## src/logic/lim_regs.vh

```
// Constants for the line interface mode and monitor block.
// Assumes a 20 MHz system clock; included by the design file only.
`ifndef LIM_REGS_VH
`define LIM_REGS_VH
// ----------------------------------------
// Register byte offsets
// ----------------------------------------
`define LIM_CTRL_ADDR 4'h0
`define LIM_TXMODE_ADDR 4'h4
`define LIM_STATUS_ADDR 4'h8
// ----------------------------------------
// Control register fields
// ----------------------------------------
`define LIM_F_RATE 0
`define LIM_F_CODING 1
`define LIM_F_NIBBLE 2
`define LIM_F_REFSEL_LO 3
`define LIM_F_REFSEL_HI 4
`define LIM_F_MON 5
`define LIM_F_LLBK 6
`define LIM_F_LOLRST 7
`define LIM_CTRL_RESET 8'h00
// ----------------------------------------
// Transmit mode register fields
// ----------------------------------------
`define LIM_F_SERIAL_TIMING_SELECT_LO 0
`define LIM_F_SERIAL_TIMING_SELECT_HI 1
`define LIM_F_NIBBLE_CLOCK_DIRECTION 2
`define LIM_F_FRST 3
`define LIM_TXMODE_RESET 4'h0
// ----------------------------------------
// Timing
// ----------------------------------------
`define LIM_CLK_HZ 20000000
`define LIM_LOS_UI 110
`define LIM_NRZ_WIN_UI 32
`define LIM_NRZ_MIN_TR 4
`define LIM_NRZ_LOS_NS 2300
`define LIM_NRZ_LOS_CYC ((`LIM_NRZ_LOS_NS * 20 + 999) / 1000)
`define LIM_LOL_SET_US 420
`define LIM_LOL_CLR_US 500
`define LIM_LOL_SET_CYC (`LIM_LOL_SET_US * 20)
`define LIM_LOL_CLR_CYC (`LIM_LOL_CLR_US * 20)
`define LIM_PPM_LIMIT 100
`define LIM_MEAS_CYC 16'd2000
`define LIM_EXP_UI_HIGH 16'd13926
`define LIM_EXP_UI_LOW 16'd15552
`endif

```

## src/logic/lim_top.v

```verilog
// Mode decode, receive loss-of-signal and loss-of-lock monitor of a line interface.
// Assumes line-side strobes are slow relative to SYS_CLK_I; every control and line pin passes a
// two flip-flop synchroniser. Register access is AXI4-Lite, one word each.
//
// Design decisions made here: the AXI4-Lite interface to the registers and the placing of the registers.
`timescale 1ns/1ps
`include "lim_regs.vh"

// Function
// - Rate select 1 runs the PDH high rate, 0 the SDH rate.
// - Coding 1 enables coax encoder/decoder; 0 is NRZ pass-through.
// - Interface select picks nibble parallel or serial host interface.
// - Reference select 00, 10, 11 decode to reference frequency per rate. The code flags 10 at the high rate as a bad configuration.
// - Serial mode outputs recovered clock and data; parallel mode outputs nibbles.
// - Loss-of-signal detection disabled in receive monitor mode, coax only.
// - Coax loss-of-signal sets and clears after 110 unit intervals.
// - NRZ loss-of-signal sets after 2.3 us without transitions.
// - NRZ loss-of-signal clears on more than four transitions in 32 UI.
// - During loss-of-signal hold receive clock stable and data zero.
// - Loss-of-signal detection suppressed during local loopback.
// - Loss of lock flagged beyond 100 ppm for over 420 us.
// - Loss of lock clears after 500 us within 100 ppm.
// - Loss of lock undefined while loss-of-signal is present.
// - Serial timing 00 sync clk+data, 10 data only, 01 plesio, 11 loop.
// - Clock plus data mode captures on transmit clock rising edge, FIFO retimes.
// - Data-only mode recovers clock, uses FIFO, retimes with synthesized clock.
// - Plesiochronous mode recovers clock, bypasses FIFO and retiming.
// - Parallel mode retimes nibbles through a 4x8 FIFO then serialises.
// - Nibble clock direction 0 slave, 1 master.
// - Loop timing keeps FIFO and retimes with recovered receive clock.
// - Software select high uses registers; low uses the control pins.
// - FIFO slip sets error flag; FIFO reset clears it and recentres. The code only clears the flag and has no recentre output.
module lim_top (
  input wire SYS_CLK_I,
  input wire RST_I,
  input wire [3:0] S_AXI_AWADDR_I,
  input wire S_AXI_AWVALID_I,
  output wire S_AXI_AWREADY_O,
  input wire [31:0] S_AXI_WDATA_I,
  input wire [3:0] S_AXI_WSTRB_I,
  input wire S_AXI_WVALID_I,
  output wire S_AXI_WREADY_O,
  output wire [1:0] S_AXI_BRESP_O,
  output wire S_AXI_BVALID_O,
  input wire S_AXI_BREADY_I,
  input wire [3:0] S_AXI_ARADDR_I,
  input wire S_AXI_ARVALID_I,
  output wire S_AXI_ARREADY_O,
  output wire [31:0] S_AXI_RDATA_O,
  output wire [1:0] S_AXI_RRESP_O,
  output wire S_AXI_RVALID_O,
  input wire S_AXI_RREADY_I,
  input wire SOFTWARE_CONTROL_SELECT_I,
  input wire HIGH_RATE_PDH_SELECT_I,
  input wire COAX_CODING_SELECT_I,
  input wire NIBBLE_INTERFACE_SELECT_I,
  input wire [1:0] REF_FREQ_SELECT_I,
  input wire RX_FLAT_GAIN_ENABLE_I,
  input wire LOCAL_LOOPBACK_I,
  input wire [1:0] TX_TIMING_PIN_I,
  input wire LINE_UI_CLK_I,
  input wire LINE_PEAK_LOW_I,
  input wire LINE_PEAK_HIGH_I,
  input wire LINE_RX_DATA_I,
  input wire FIFO_SLIP_I,
  output reg RX_SIGNAL_LOST_O,
  output reg RX_LOCK_LOST_O,
  output reg RX_DATA_O,
  output reg [3:0] RX_NIBBLE_O,
  output reg RX_CLK_HOLD_O,
  output reg FIFO_SLIP_ERROR_O,
  output reg [15:0] MODE_O
);

  // ----------------------------------------
  // Mode output bit positions
  // ----------------------------------------
  localparam M_HIGH_RATE = 0;
  localparam M_CODEC_EN = 1;
  localparam M_NIBBLE = 2;
  localparam M_TX_CDR = 3;
  localparam M_FIFO_EN = 4;
  localparam M_RETIME_SYN = 5;
  localparam M_RETIME_RX = 6;
  localparam M_CAPT_CLK = 7;
  localparam M_MASTER = 8;
  localparam M_REF_LO = 9;
  localparam M_REF_MID = 10;
  localparam M_REF_HI = 11;
  localparam M_CFG_BAD = 12;
  localparam M_RX_SERIAL = 13;

  localparam [1:0] T_SYNC_CD = 2'b00;
  localparam [1:0] T_PLESIO = 2'b01;
  localparam [1:0] T_SYNC_D = 2'b10;
  localparam [1:0] T_LOOP = 2'b11;

  localparam [15:0] LOS_SET_UI = `LIM_LOS_UI;
  localparam [15:0] NRZ_LOS_CYC = `LIM_NRZ_LOS_CYC;
  localparam [17:0] LOL_SET_CYC = `LIM_LOL_SET_CYC;
  localparam [17:0] LOL_CLR_CYC = `LIM_LOL_CLR_CYC;

  // ----------------------------------------
  // Input synchronisers
  // ----------------------------------------
  localparam NSYNC = 16;
  wire [NSYNC-1:0] raw_w;
  reg [NSYNC-1:0] s1_q;
  reg [NSYNC-1:0] s2_q;
  assign raw_w = {SOFTWARE_CONTROL_SELECT_I, HIGH_RATE_PDH_SELECT_I, COAX_CODING_SELECT_I,
                  NIBBLE_INTERFACE_SELECT_I, REF_FREQ_SELECT_I, RX_FLAT_GAIN_ENABLE_I,
                  LOCAL_LOOPBACK_I, TX_TIMING_PIN_I, LINE_UI_CLK_I, LINE_PEAK_LOW_I,
                  LINE_PEAK_HIGH_I, LINE_RX_DATA_I, FIFO_SLIP_I, 1'b0};
  genvar gi;
  generate
    for (gi = 0; gi < NSYNC; gi = gi + 1) begin : g_sync
      always @(posedge SYS_CLK_I) begin
        if (RST_I) begin
          s1_q[gi] <= 1'b0;
          s2_q[gi] <= 1'b0;
        end else begin
          s1_q[gi] <= raw_w[gi];
          s2_q[gi] <= s1_q[gi];
        end
      end
    end
  endgenerate
  wire sw_sel = s2_q[15];
  wire ui_clk = s2_q[5];
  wire peak_low = s2_q[4];
  wire peak_high = s2_q[3];
  wire rx_bit = s2_q[2];
  wire slip = s2_q[1];

  // ----------------------------------------
  // Register file and AXI4-Lite slave
  // ----------------------------------------
  reg [7:0] ctrl_q;
  reg [3:0] txmode_q;
  reg aw_q, w_q, bvalid_q, rvalid_q;
  reg [3:0] awaddr_q;
  reg [31:0] wdata_q;
  reg [3:0] wstrb_q;
  reg [1:0] bresp_q, rresp_q;
  reg [31:0] rdata_q;
  wire [31:0] status_w;

  function addr_ok;
    input [3:0] a;
    begin
      addr_ok = (a == `LIM_CTRL_ADDR) || (a == `LIM_TXMODE_ADDR) || (a == `LIM_STATUS_ADDR);
    end
  endfunction

  assign S_AXI_AWREADY_O = !aw_q && !bvalid_q;
  assign S_AXI_WREADY_O = !w_q && !bvalid_q;
  assign S_AXI_BVALID_O = bvalid_q;
  assign S_AXI_BRESP_O = bresp_q;
  assign S_AXI_ARREADY_O = !rvalid_q;
  assign S_AXI_RVALID_O = rvalid_q;
  assign S_AXI_RDATA_O = rdata_q;
  assign S_AXI_RRESP_O = rresp_q;

  wire do_write = aw_q && w_q && !bvalid_q;
  wire frst_pulse = do_write && (awaddr_q == `LIM_TXMODE_ADDR) && wstrb_q[0]
                    && wdata_q[`LIM_F_FRST];

  always @(posedge SYS_CLK_I) begin
    if (RST_I) begin
      aw_q <= 1'b0;
      w_q <= 1'b0;
      bvalid_q <= 1'b0;
      rvalid_q <= 1'b0;
      awaddr_q <= 4'h0;
      wdata_q <= 32'h0;
      wstrb_q <= 4'h0;
      bresp_q <= 2'h0;
      rresp_q <= 2'h0;
      rdata_q <= 32'h0;
      ctrl_q <= `LIM_CTRL_RESET;
      txmode_q <= `LIM_TXMODE_RESET;
    end else begin
      if (S_AXI_AWVALID_I && S_AXI_AWREADY_O) begin
        aw_q <= 1'b1;
        awaddr_q <= S_AXI_AWADDR_I;
      end
      if (S_AXI_WVALID_I && S_AXI_WREADY_O) begin
        w_q <= 1'b1;
        wdata_q <= S_AXI_WDATA_I;
        wstrb_q <= S_AXI_WSTRB_I;
      end
      if (do_write) begin
        aw_q <= 1'b0;
        w_q <= 1'b0;
        bvalid_q <= 1'b1;
        bresp_q <= addr_ok(awaddr_q) ? 2'h0 : 2'h2;
        if (wstrb_q[0] && awaddr_q == `LIM_CTRL_ADDR)
          ctrl_q <= wdata_q[7:0];
        if (wstrb_q[0] && awaddr_q == `LIM_TXMODE_ADDR)
          txmode_q <= {1'b0, wdata_q[2:0]};
      end else if (bvalid_q && S_AXI_BREADY_I) begin
        bvalid_q <= 1'b0;
      end
      if (S_AXI_ARVALID_I && !rvalid_q) begin
        rvalid_q <= 1'b1;
        rresp_q <= addr_ok(S_AXI_ARADDR_I) ? 2'h0 : 2'h2;
        case (S_AXI_ARADDR_I)
          `LIM_CTRL_ADDR: rdata_q <= {24'h0, ctrl_q};
          `LIM_TXMODE_ADDR: rdata_q <= {28'h0, txmode_q};
          `LIM_STATUS_ADDR: rdata_q <= status_w;
          default: rdata_q <= 32'h0;
        endcase
      end else if (rvalid_q && S_AXI_RREADY_I) begin
        rvalid_q <= 1'b0;
      end
    end
  end

  // ----------------------------------------
  // Configuration source and mode decode
  // ----------------------------------------
  // Pins or registers.
  wire high_rate = sw_sel ? ctrl_q[`LIM_F_RATE] : s2_q[14];
  wire coax = sw_sel ? ctrl_q[`LIM_F_CODING] : s2_q[13];
  wire nibble = sw_sel ? ctrl_q[`LIM_F_NIBBLE] : s2_q[12];
  wire [1:0] refsel = sw_sel ? {ctrl_q[`LIM_F_REFSEL_HI], ctrl_q[`LIM_F_REFSEL_LO]}
                             : s2_q[11:10];
  wire mon = sw_sel ? ctrl_q[`LIM_F_MON] : s2_q[9];
  wire llbk = sw_sel ? ctrl_q[`LIM_F_LLBK] : s2_q[8];
  wire lol_rst = sw_sel & ctrl_q[`LIM_F_LOLRST];
  // Pin code 2'b01 also selects nibble clock master; pins follow the same encoding as the register field.
  wire [1:0] tmode = sw_sel ? txmode_q[1:0] : s2_q[7:6];
  wire nibble_clock_direction = sw_sel ? txmode_q[`LIM_F_NIBBLE_CLOCK_DIRECTION] : (s2_q[7:6] == 2'b01);

  // Decoded mode image, registered so data outputs come from flip-flops.
  reg [15:0] mode_d;
  always @* begin
    mode_d = 16'h0000;
    mode_d[M_HIGH_RATE] = high_rate;
    mode_d[M_CODEC_EN] = coax;
    mode_d[M_NIBBLE] = nibble;
    mode_d[M_RX_SERIAL] = !nibble;
    mode_d[M_REF_LO] = (refsel == 2'b00);
    mode_d[M_REF_MID] = (refsel == 2'b10) && !high_rate;
    mode_d[M_REF_HI] = (refsel == 2'b11);
    mode_d[M_CFG_BAD] = (refsel == 2'b01) || ((refsel == 2'b10) && high_rate);
    // Serial timing decode; loop timing holds for either interface.
    if (tmode == T_LOOP) begin
      mode_d[M_FIFO_EN] = 1'b1;
      mode_d[M_RETIME_RX] = 1'b1;
      mode_d[M_MASTER] = nibble & nibble_clock_direction;
    end else if (nibble) begin
      mode_d[M_FIFO_EN] = 1'b1;
      mode_d[M_RETIME_SYN] = 1'b1;
      mode_d[M_MASTER] = nibble_clock_direction;
    end else begin
      case (tmode)
        T_SYNC_CD: begin
          mode_d[M_CAPT_CLK] = 1'b1;
          mode_d[M_FIFO_EN] = 1'b1;
          mode_d[M_RETIME_SYN] = 1'b1;
        end
        T_SYNC_D: begin
          mode_d[M_TX_CDR] = 1'b1;
          mode_d[M_FIFO_EN] = 1'b1;
          mode_d[M_RETIME_SYN] = 1'b1;
        end
        T_PLESIO: mode_d[M_TX_CDR] = 1'b1;
        default: mode_d[M_TX_CDR] = 1'b0;
      endcase
    end
  end

  // ----------------------------------------
  // Receive loss-of-signal
  // ----------------------------------------
  reg ui_prev_q, bit_prev_q, los_q;
  reg [15:0] below_q, above_q, quiet_q;
  reg [31:0] win_q;
  wire ui_rise = ui_clk && !ui_prev_q;
  wire bit_tr = ui_rise && (rx_bit != bit_prev_q);
  wire los_en = !llbk && !(coax && mon);

  function [5:0] popcount;
    input [31:0] v;
    integer k;
    begin
      popcount = 6'd0;
      for (k = 0; k < 32; k = k + 1)
        popcount = popcount + {5'd0, v[k]};
    end
  endfunction

  always @(posedge SYS_CLK_I) begin
    if (RST_I) begin
      ui_prev_q <= 1'b0;
      bit_prev_q <= 1'b0;
      los_q <= 1'b0;
      below_q <= 16'h0;
      above_q <= 16'h0;
      quiet_q <= 16'h0;
      win_q <= 32'h0;
    end else begin
      ui_prev_q <= ui_clk;
      if (ui_rise) begin
        bit_prev_q <= rx_bit;
        win_q <= {win_q[30:0], bit_tr};
      end
      quiet_q <= (bit_tr || !los_en || coax) ? 16'h0 :
                 (quiet_q == NRZ_LOS_CYC ? quiet_q : quiet_q + 16'd1);
      if (ui_rise) begin
        below_q <= peak_low ? (below_q == LOS_SET_UI ? below_q : below_q + 16'd1) : 16'h0;
        above_q <= peak_high ? (above_q == LOS_SET_UI ? above_q : above_q + 16'd1) : 16'h0;
      end
      if (!los_en) begin
        los_q <= 1'b0;
      end else if (coax) begin
        if (below_q == LOS_SET_UI)
          los_q <= 1'b1;
        else if (above_q == LOS_SET_UI)
          los_q <= 1'b0;
      end else begin
        if (quiet_q == NRZ_LOS_CYC)
          los_q <= 1'b1;
        else if (popcount(win_q) > `LIM_NRZ_MIN_TR)
          los_q <= 1'b0;
      end
    end
  end

  // ----------------------------------------
  // Receive loss-of-lock
  // ----------------------------------------
  // Frequency is compared by counting UI edges over a fixed gate of system cycles
  // against the count expected for the selected rate; tolerance is 100 ppm.
  reg [15:0] gate_q, ui_cnt_q, meas_q;
  reg meas_v_q, off_q, lol_q;
  reg [17:0] off_t_q, on_t_q;
  wire [15:0] exp_w = MODE_O[M_HIGH_RATE] ? `LIM_EXP_UI_HIGH : `LIM_EXP_UI_LOW;
  wire [15:0] diff_w = (meas_q > exp_w) ? meas_q - exp_w : exp_w - meas_q;
  // The tolerance is divided out first, so the product never overflows 32 bits.
  wire [31:0] lhs_w = {16'h0, diff_w} * (32'd1000000 / `LIM_PPM_LIMIT);
  wire [31:0] rhs_w = {16'h0, exp_w};

  always @(posedge SYS_CLK_I) begin
    if (RST_I || lol_rst) begin
      gate_q <= 16'h0;
      ui_cnt_q <= 16'h0;
      meas_q <= 16'h0;
      meas_v_q <= 1'b0;
      off_q <= 1'b0;
      lol_q <= 1'b0;
      off_t_q <= 18'h0;
      on_t_q <= 18'h0;
    end else begin
      meas_v_q <= 1'b0;
      if (gate_q == `LIM_MEAS_CYC - 16'd1) begin
        gate_q <= 16'h0;
        meas_q <= ui_cnt_q + {15'h0, ui_rise};
        ui_cnt_q <= 16'h0;
        meas_v_q <= 1'b1;
      end else begin
        gate_q <= gate_q + 16'd1;
        ui_cnt_q <= ui_cnt_q + {15'h0, ui_rise};
      end
      if (meas_v_q)
        off_q <= (lhs_w > rhs_w);
      off_t_q <= off_q ? (off_t_q > LOL_SET_CYC ? off_t_q : off_t_q + 18'd1) : 18'h0;
      on_t_q <= !off_q ? (on_t_q > LOL_CLR_CYC ? on_t_q : on_t_q + 18'd1) : 18'h0;
      if (off_t_q > LOL_SET_CYC)
        lol_q <= 1'b1;
      else if (on_t_q > LOL_CLR_CYC)
        lol_q <= 1'b0;
    end
  end

  // ----------------------------------------
  // FIFO error and outputs
  // ----------------------------------------
  reg [3:0] nib_q;
  reg [1:0] nib_cnt_q;
  assign status_w = {25'h0, MODE_O[M_CFG_BAD], FIFO_SLIP_ERROR_O, RX_LOCK_LOST_O,
                     RX_SIGNAL_LOST_O, sw_sel, MODE_O[M_FIFO_EN], MODE_O[M_TX_CDR]};

  always @(posedge SYS_CLK_I) begin
    if (RST_I) begin
      RX_SIGNAL_LOST_O <= 1'b0;
      RX_LOCK_LOST_O <= 1'b0;
      RX_DATA_O <= 1'b0;
      RX_NIBBLE_O <= 4'h0;
      RX_CLK_HOLD_O <= 1'b0;
      FIFO_SLIP_ERROR_O <= 1'b0;
      MODE_O <= 16'h0;
      nib_q <= 4'h0;
      nib_cnt_q <= 2'h0;
    end else begin
      MODE_O <= mode_d;
      RX_SIGNAL_LOST_O <= los_q;
      // Lock flag is a don't-care during loss of signal; it is passed as is.
      RX_LOCK_LOST_O <= lol_q;
      // Slip sets; the set wins over a coincident reset.
      if (slip && MODE_O[M_FIFO_EN])
        FIFO_SLIP_ERROR_O <= 1'b1;
      else if (frst_pulse)
        FIFO_SLIP_ERROR_O <= 1'b0;
      RX_CLK_HOLD_O <= los_q;
      if (los_q) begin
        RX_DATA_O <= 1'b0;
        RX_NIBBLE_O <= 4'h0;
        nib_cnt_q <= 2'h0;
      end else if (ui_rise) begin
        RX_DATA_O <= rx_bit;
        nib_q <= {nib_q[2:0], rx_bit};
        nib_cnt_q <= nib_cnt_q + 2'd1;
        if (nib_cnt_q == 2'd3 && MODE_O[M_NIBBLE])
          RX_NIBBLE_O <= {nib_q[2:0], rx_bit};
      end
    end
  end

endmodule // lim_top

```

## config.mk

```make
export PLATFORM = sky130hd
export DESIGN_NAME = lim_top
export DESIGN_NICKNAME = d
export VERILOG_FILES = /design/src/logic/lim_top.v
export VERILOG_INCLUDE_DIRS = /design/src /design/src/logic
export SDC_FILE = /design/constraint.sdc
export NUM_CORES = 1
export LEC_CHECK = 0
export ABC_AREA = 1
export BUFFER_PORTS_ARGS = -buffer_cell sky130_fd_sc_hd__buf_2
export CAP_MARGIN = 20
export CORE_MARGIN = 10
export CORE_UTILIZATION = 40
export DETAILED_ROUTE_END_ITERATION = 8
export GPL_TIMING_DRIVEN = 0
export SLEW_MARGIN = 20
export SYNTH_ARGS = -nofsm -noshare
export SYNTH_HDL_FRONTEND = slang
export SYNTH_SLANG_ARGS = --single-unit
```

## constraint.sdc

```tcl
create_clock -name SYS_CLK_I -period 6 [get_ports SYS_CLK_I]
set_input_delay 0.6 -clock SYS_CLK_I [delete_from_list [all_inputs] [get_ports SYS_CLK_I]]
set_output_delay 0.6 -clock SYS_CLK_I [all_outputs]
set_load 0.02 [all_outputs]
```

==> flow_summary.toml <==
[outcome]
status = "complete, but fails checks"
violations = "setup timing"

[cts]
clockBufferDepth = 3
cts_sinks = 265
cts.htree.levels = 1
clkLatencyLatePin_ps = 550
cts_root_buf = "clkbuf_16"
cts_hold_buffers = 0
cts_made_buffers = 29
cts_tree = "done"
cts.clk_slew.worst_paths_ps = 60

[detailed_routing]
ant_nets = 0
wl_met3_mm = 2.009
drt-met1-wl_mm = 19.06
wl_met2_mm = 19.03
drt-pass1-iter-count = 6
via_per_inst = 4.863
drc = 0
vias = 14490
drt_iter0_markers = 634
routed_wl_mm = 41.19
wl_per_cell_um = 13.83
highest_layer = "met5"

[worst_setup_path]
setup.worst_path.end_class = "flip-flop"
reg2reg_depth = 39
crit_slowest_cell = "fa_1"
crit_arrival_ps = 6640
start_kind = "flip-flop"
reg2reg_setup_slack_ps = -210
cpMostUsedCell = "nand2_4"
r2r-end = "off_q$_SDFFE_PP0P_"
slowest_delay_ps = 540
r2r_start = "MODE_O[0]$_SDFF_PP0_"
crit_path_max_fanout = 7
required_ps = 6440
crit_type = "reg -> reg"

[logic_synthesis]
synth_ff_type = "dfxtp_1"
synth-seq-cells = 265
synthArstFlopShare = 0
netlist_instances = 2243
avgSynthCellArea_um2 = 7.295
synth-warning-count = 0
ys_types = 63
synth_edf_count = 0
seq_area_frac_synth = 0.3242
syn_area_um2 = 16360

[pwr]
ir_drop_mv = 0.1905
p_clk_frac = 0.362
p_switching_uw = 1611
switching_share = 0.3147
power_uw = 5120
p_leak_uw = 0.008812
p_seq_frac = 0.358
p_per_area_nw_per_um2 = 259.8
internal_power_uw = 3508
p_comb_frac = 0.280

[timing]
drv_slew = 0
period_needed_ps = 6207
setup_viol = 1
rsz0062_at_grt = "yes"
fin_worst_skew_ps = 15.44
tightest_slew_ps = 711.3
hold_violations = 0
relSlewSlack = 0.5221
fin_ws_ps = -207.0
max_freq_mhz = 161.1
final.period_utilization = 1.034

[job]
maxCapViolCount = 0

[floorplanning]
initial_utilization = 0.4026
die_width_um = 222.3
core_area_um2 = 40650
die_area_um2 = 49400
die_h_um = 222.3
row_count = 74
num_io_pins = 132

[global_route]
antenna_found_initial = 1
grt_remaining_overflow = 0
grt_max_degree = 15
grt_pass1_vias = 14260
grt_pass1_wl_mm = 67.61
grt.total_usage = 0.1588

[finish]
n_antenna_cell = 0
area_growth_syn_to_layout_pct = 20.44
drive_above_1_share = 0.1545
final_core_util = 0.4849
finalNetCount = 2662
fillers = 3969

[hold_path]
hp-start = "LINE_PEAK_LOW_I"
hold-path-cell-count = 3
hold_path_end = "s1_q[4]$_SDFF_PP0_"
hp-class = "in -> reg"

[place]
io_buffers = 76
gp_congestion = 0.8715
detailed_place_hpwl_mm = 31.27
==> cells in the mapped netlist, types with 7 or more instances <==
| library cell | n | area (µm²) |
|---|---|---|
| a21oi_1 | 158 | 790.8 |
| buf_1 | 7 | 26.28 |
| a21o_1 | 9 | 67.56 |
| nand3_1 | 102 | 510.5 |
| buf_4 | 30 | 225.2 |
| fa_1 | 54 | 1081 |
| nand2_1 | 379 | 1423 |
| nor2_1 | 281 | 1055 |
| dfxtp_1 | 265 | 5305 |
| nor4_1 | 20 | 125.1 |
| o21a_1 | 8 | 60.06 |
| nor3_1 | 63 | 315.3 |
| inv_1 | 388 | 1456 |
| o22ai_1 | 16 | 100.1 |
| ha_1 | 117 | 1464 |
| xnor2_1 | 13 | 113.9 |
| nand3b_1 | 9 | 67.56 |
| nand4_1 | 28 | 175.2 |
| xor2_1 | 53 | 464.2 |
| clkbuf_1 | 31 | 116.4 |
| o21ai_0 | 121 | 605.6 |
| or2_2 | 7 | 43.79 |
==> cells by family after synthesis <==
kind of cell               after synthesis  share of synthesized area
adders and majority gates              171                     0.1555
AOI/OAI and AO/OA                      355                     0.1215
muxes                                    2                   0.001988
xor gates and xnor gates                69                    0.03900
DFF                                    265                     0.3242
other                                    1                  0.0002292
and+or+nand+nor                        914                     0.2421
buffers and inverters                  466                     0.1155
==> sequential cells by signal, summed over array words and instances, names as in the netlist, 2 cells and up <==
register / count
awaddr_q: 4
RX_NIBBLE_O: 4
gate_q: 16
win_q: 32
ui_cnt_q: 16
below_q: 16
wdata_q: 8
S_AXI_RDATA_O: 8
txmode_q: 3
on_t_q: 18
nib_q: 3
s2_q: 9
s1_q: 15
off_t_q: 18
nib_cnt_q: 2
meas_q: 16
quiet_q: 16
above_q: 16
MODE_O: 14
ctrl_q: 8
==> worst max path at each step <==
| stage | start | slack [ps] | to |
|---|---|---|---|
| 3_3_place_gp | MODE_O[0]$_SDFF_PP0_ | -870 | off_q$_SDFFE_PP0P_ |
| 2_1_floorplan | MODE_O[0]$_SDFF_PP0_ | 20 | off_q$_SDFFE_PP0P_ |
| 3_5_place_dp | MODE_O[0]$_SDFF_PP0_ | -890 | off_q$_SDFFE_PP0P_ |
| 4_1_cts | MODE_O[0]$_SDFF_PP0_ | -20 | off_q$_SDFFE_PP0P_ |
| 5_1_grt | MODE_O[0]$_SDFF_PP0_ | -470 | off_q$_SDFFE_PP0P_ |
| 6_report | MODE_O[0]$_SDFF_PP0_ | -210 | off_q$_SDFFE_PP0P_ |
==> metrics by stage <==
step	hold WS (ps)	setup TNS (ps)	worst slack, ps	area [µm²]	std cells
detailed placement	393.8	-893.9	-893.9	17510	2878
floorplan	388.3	0	18.57	16470	2270
global placement	390.3	-872.8	-872.8	17510	2878
finish	264.4	-207.0	-207.0	19710	2979
global route	254.2	-469.7	-469.7	19710	2979
CTS	233.1	-18.55	-18.55	19330	2968
==> power by group through the flow <==
stage	registers, µW	clock network (µW)	logic (µW)
final	1840	1850	1430
after global routing	1840	1960	1610
after CTS	1830	1900	1320
after detailed placement	1870	0	1090
after global placement	1870	0	1080
after floorplan	1880	0	843
==> what timing repair did <==
| item | CTS | global route |
|---|---|---|
| pin swaps | 69 | 53 |
| resized for setup | 110 | 76 |
| hold endpoints to repair | 0 | 0 |
| setup buffers | 39 | 12 |
| endpoints found under the setup margin | 1 | 1 |
==> per-layer routing <==
layer,vias up,track usage
met1,6618,0.1999
met4,2,0.04872
met5,-,0
met2,325,0.2702
met3,81,0.02823
li1,7460,-
==> placed cells by master (no fill, tap or decap), types with 8 or more instances in the layout <==
cell and n:
inv_1 371, nand2_1 341, dfxtp_1 264, nor2_1 264, a21oi_1 147, o21ai_0 117, nand3_1 95, ha_1 94
buf_2 79, buf_4 72, nor3_1 60, fa_1 52, xor2_1 51, clkbuf_1 38, clkbuf_16 29, nand2_2 28
nand4_1 28, conb_1 28, ha_4 21, nand2_4 20, nor4_1 18, o22ai_1 15, inv_2 14, nor2_2 13
xnor2_1 11, buf_6 9, a21o_1 9, nand3b_1 9, o21a_1 8
==> layout make-up <==
class / instances / area [µm²] / area share
Multi-Input combinational cell: 1539 / 10050 / 0.5097
Sequential cell: 265 / 5309 / 0.2694
Inverter: 392 / 1495 / 0.07587
Clock buffer: 43 / 838.3 / 0.04254
Timing Repair Buffer: 126 / 782.0 / 0.03968
Tap cell: 532 / 665.6 / 0.03378
Buffer: 72 / 414.1 / 0.02101
Clock inverter: 10 / 157.7 / 0.007999
==> critical path, delay by kind of cell (launching register included) <==
kind	cells	cell delay [ps]
DFF	1	410
adders and majority gates	7	2540
buffers and inverters	10	1010
xor gates and xnor gates	1	170
and+or+nand+nor	18	1550
AOI/OAI and AO/OA	3	380
No activity file was read; power rests on OpenSTA's default activity.
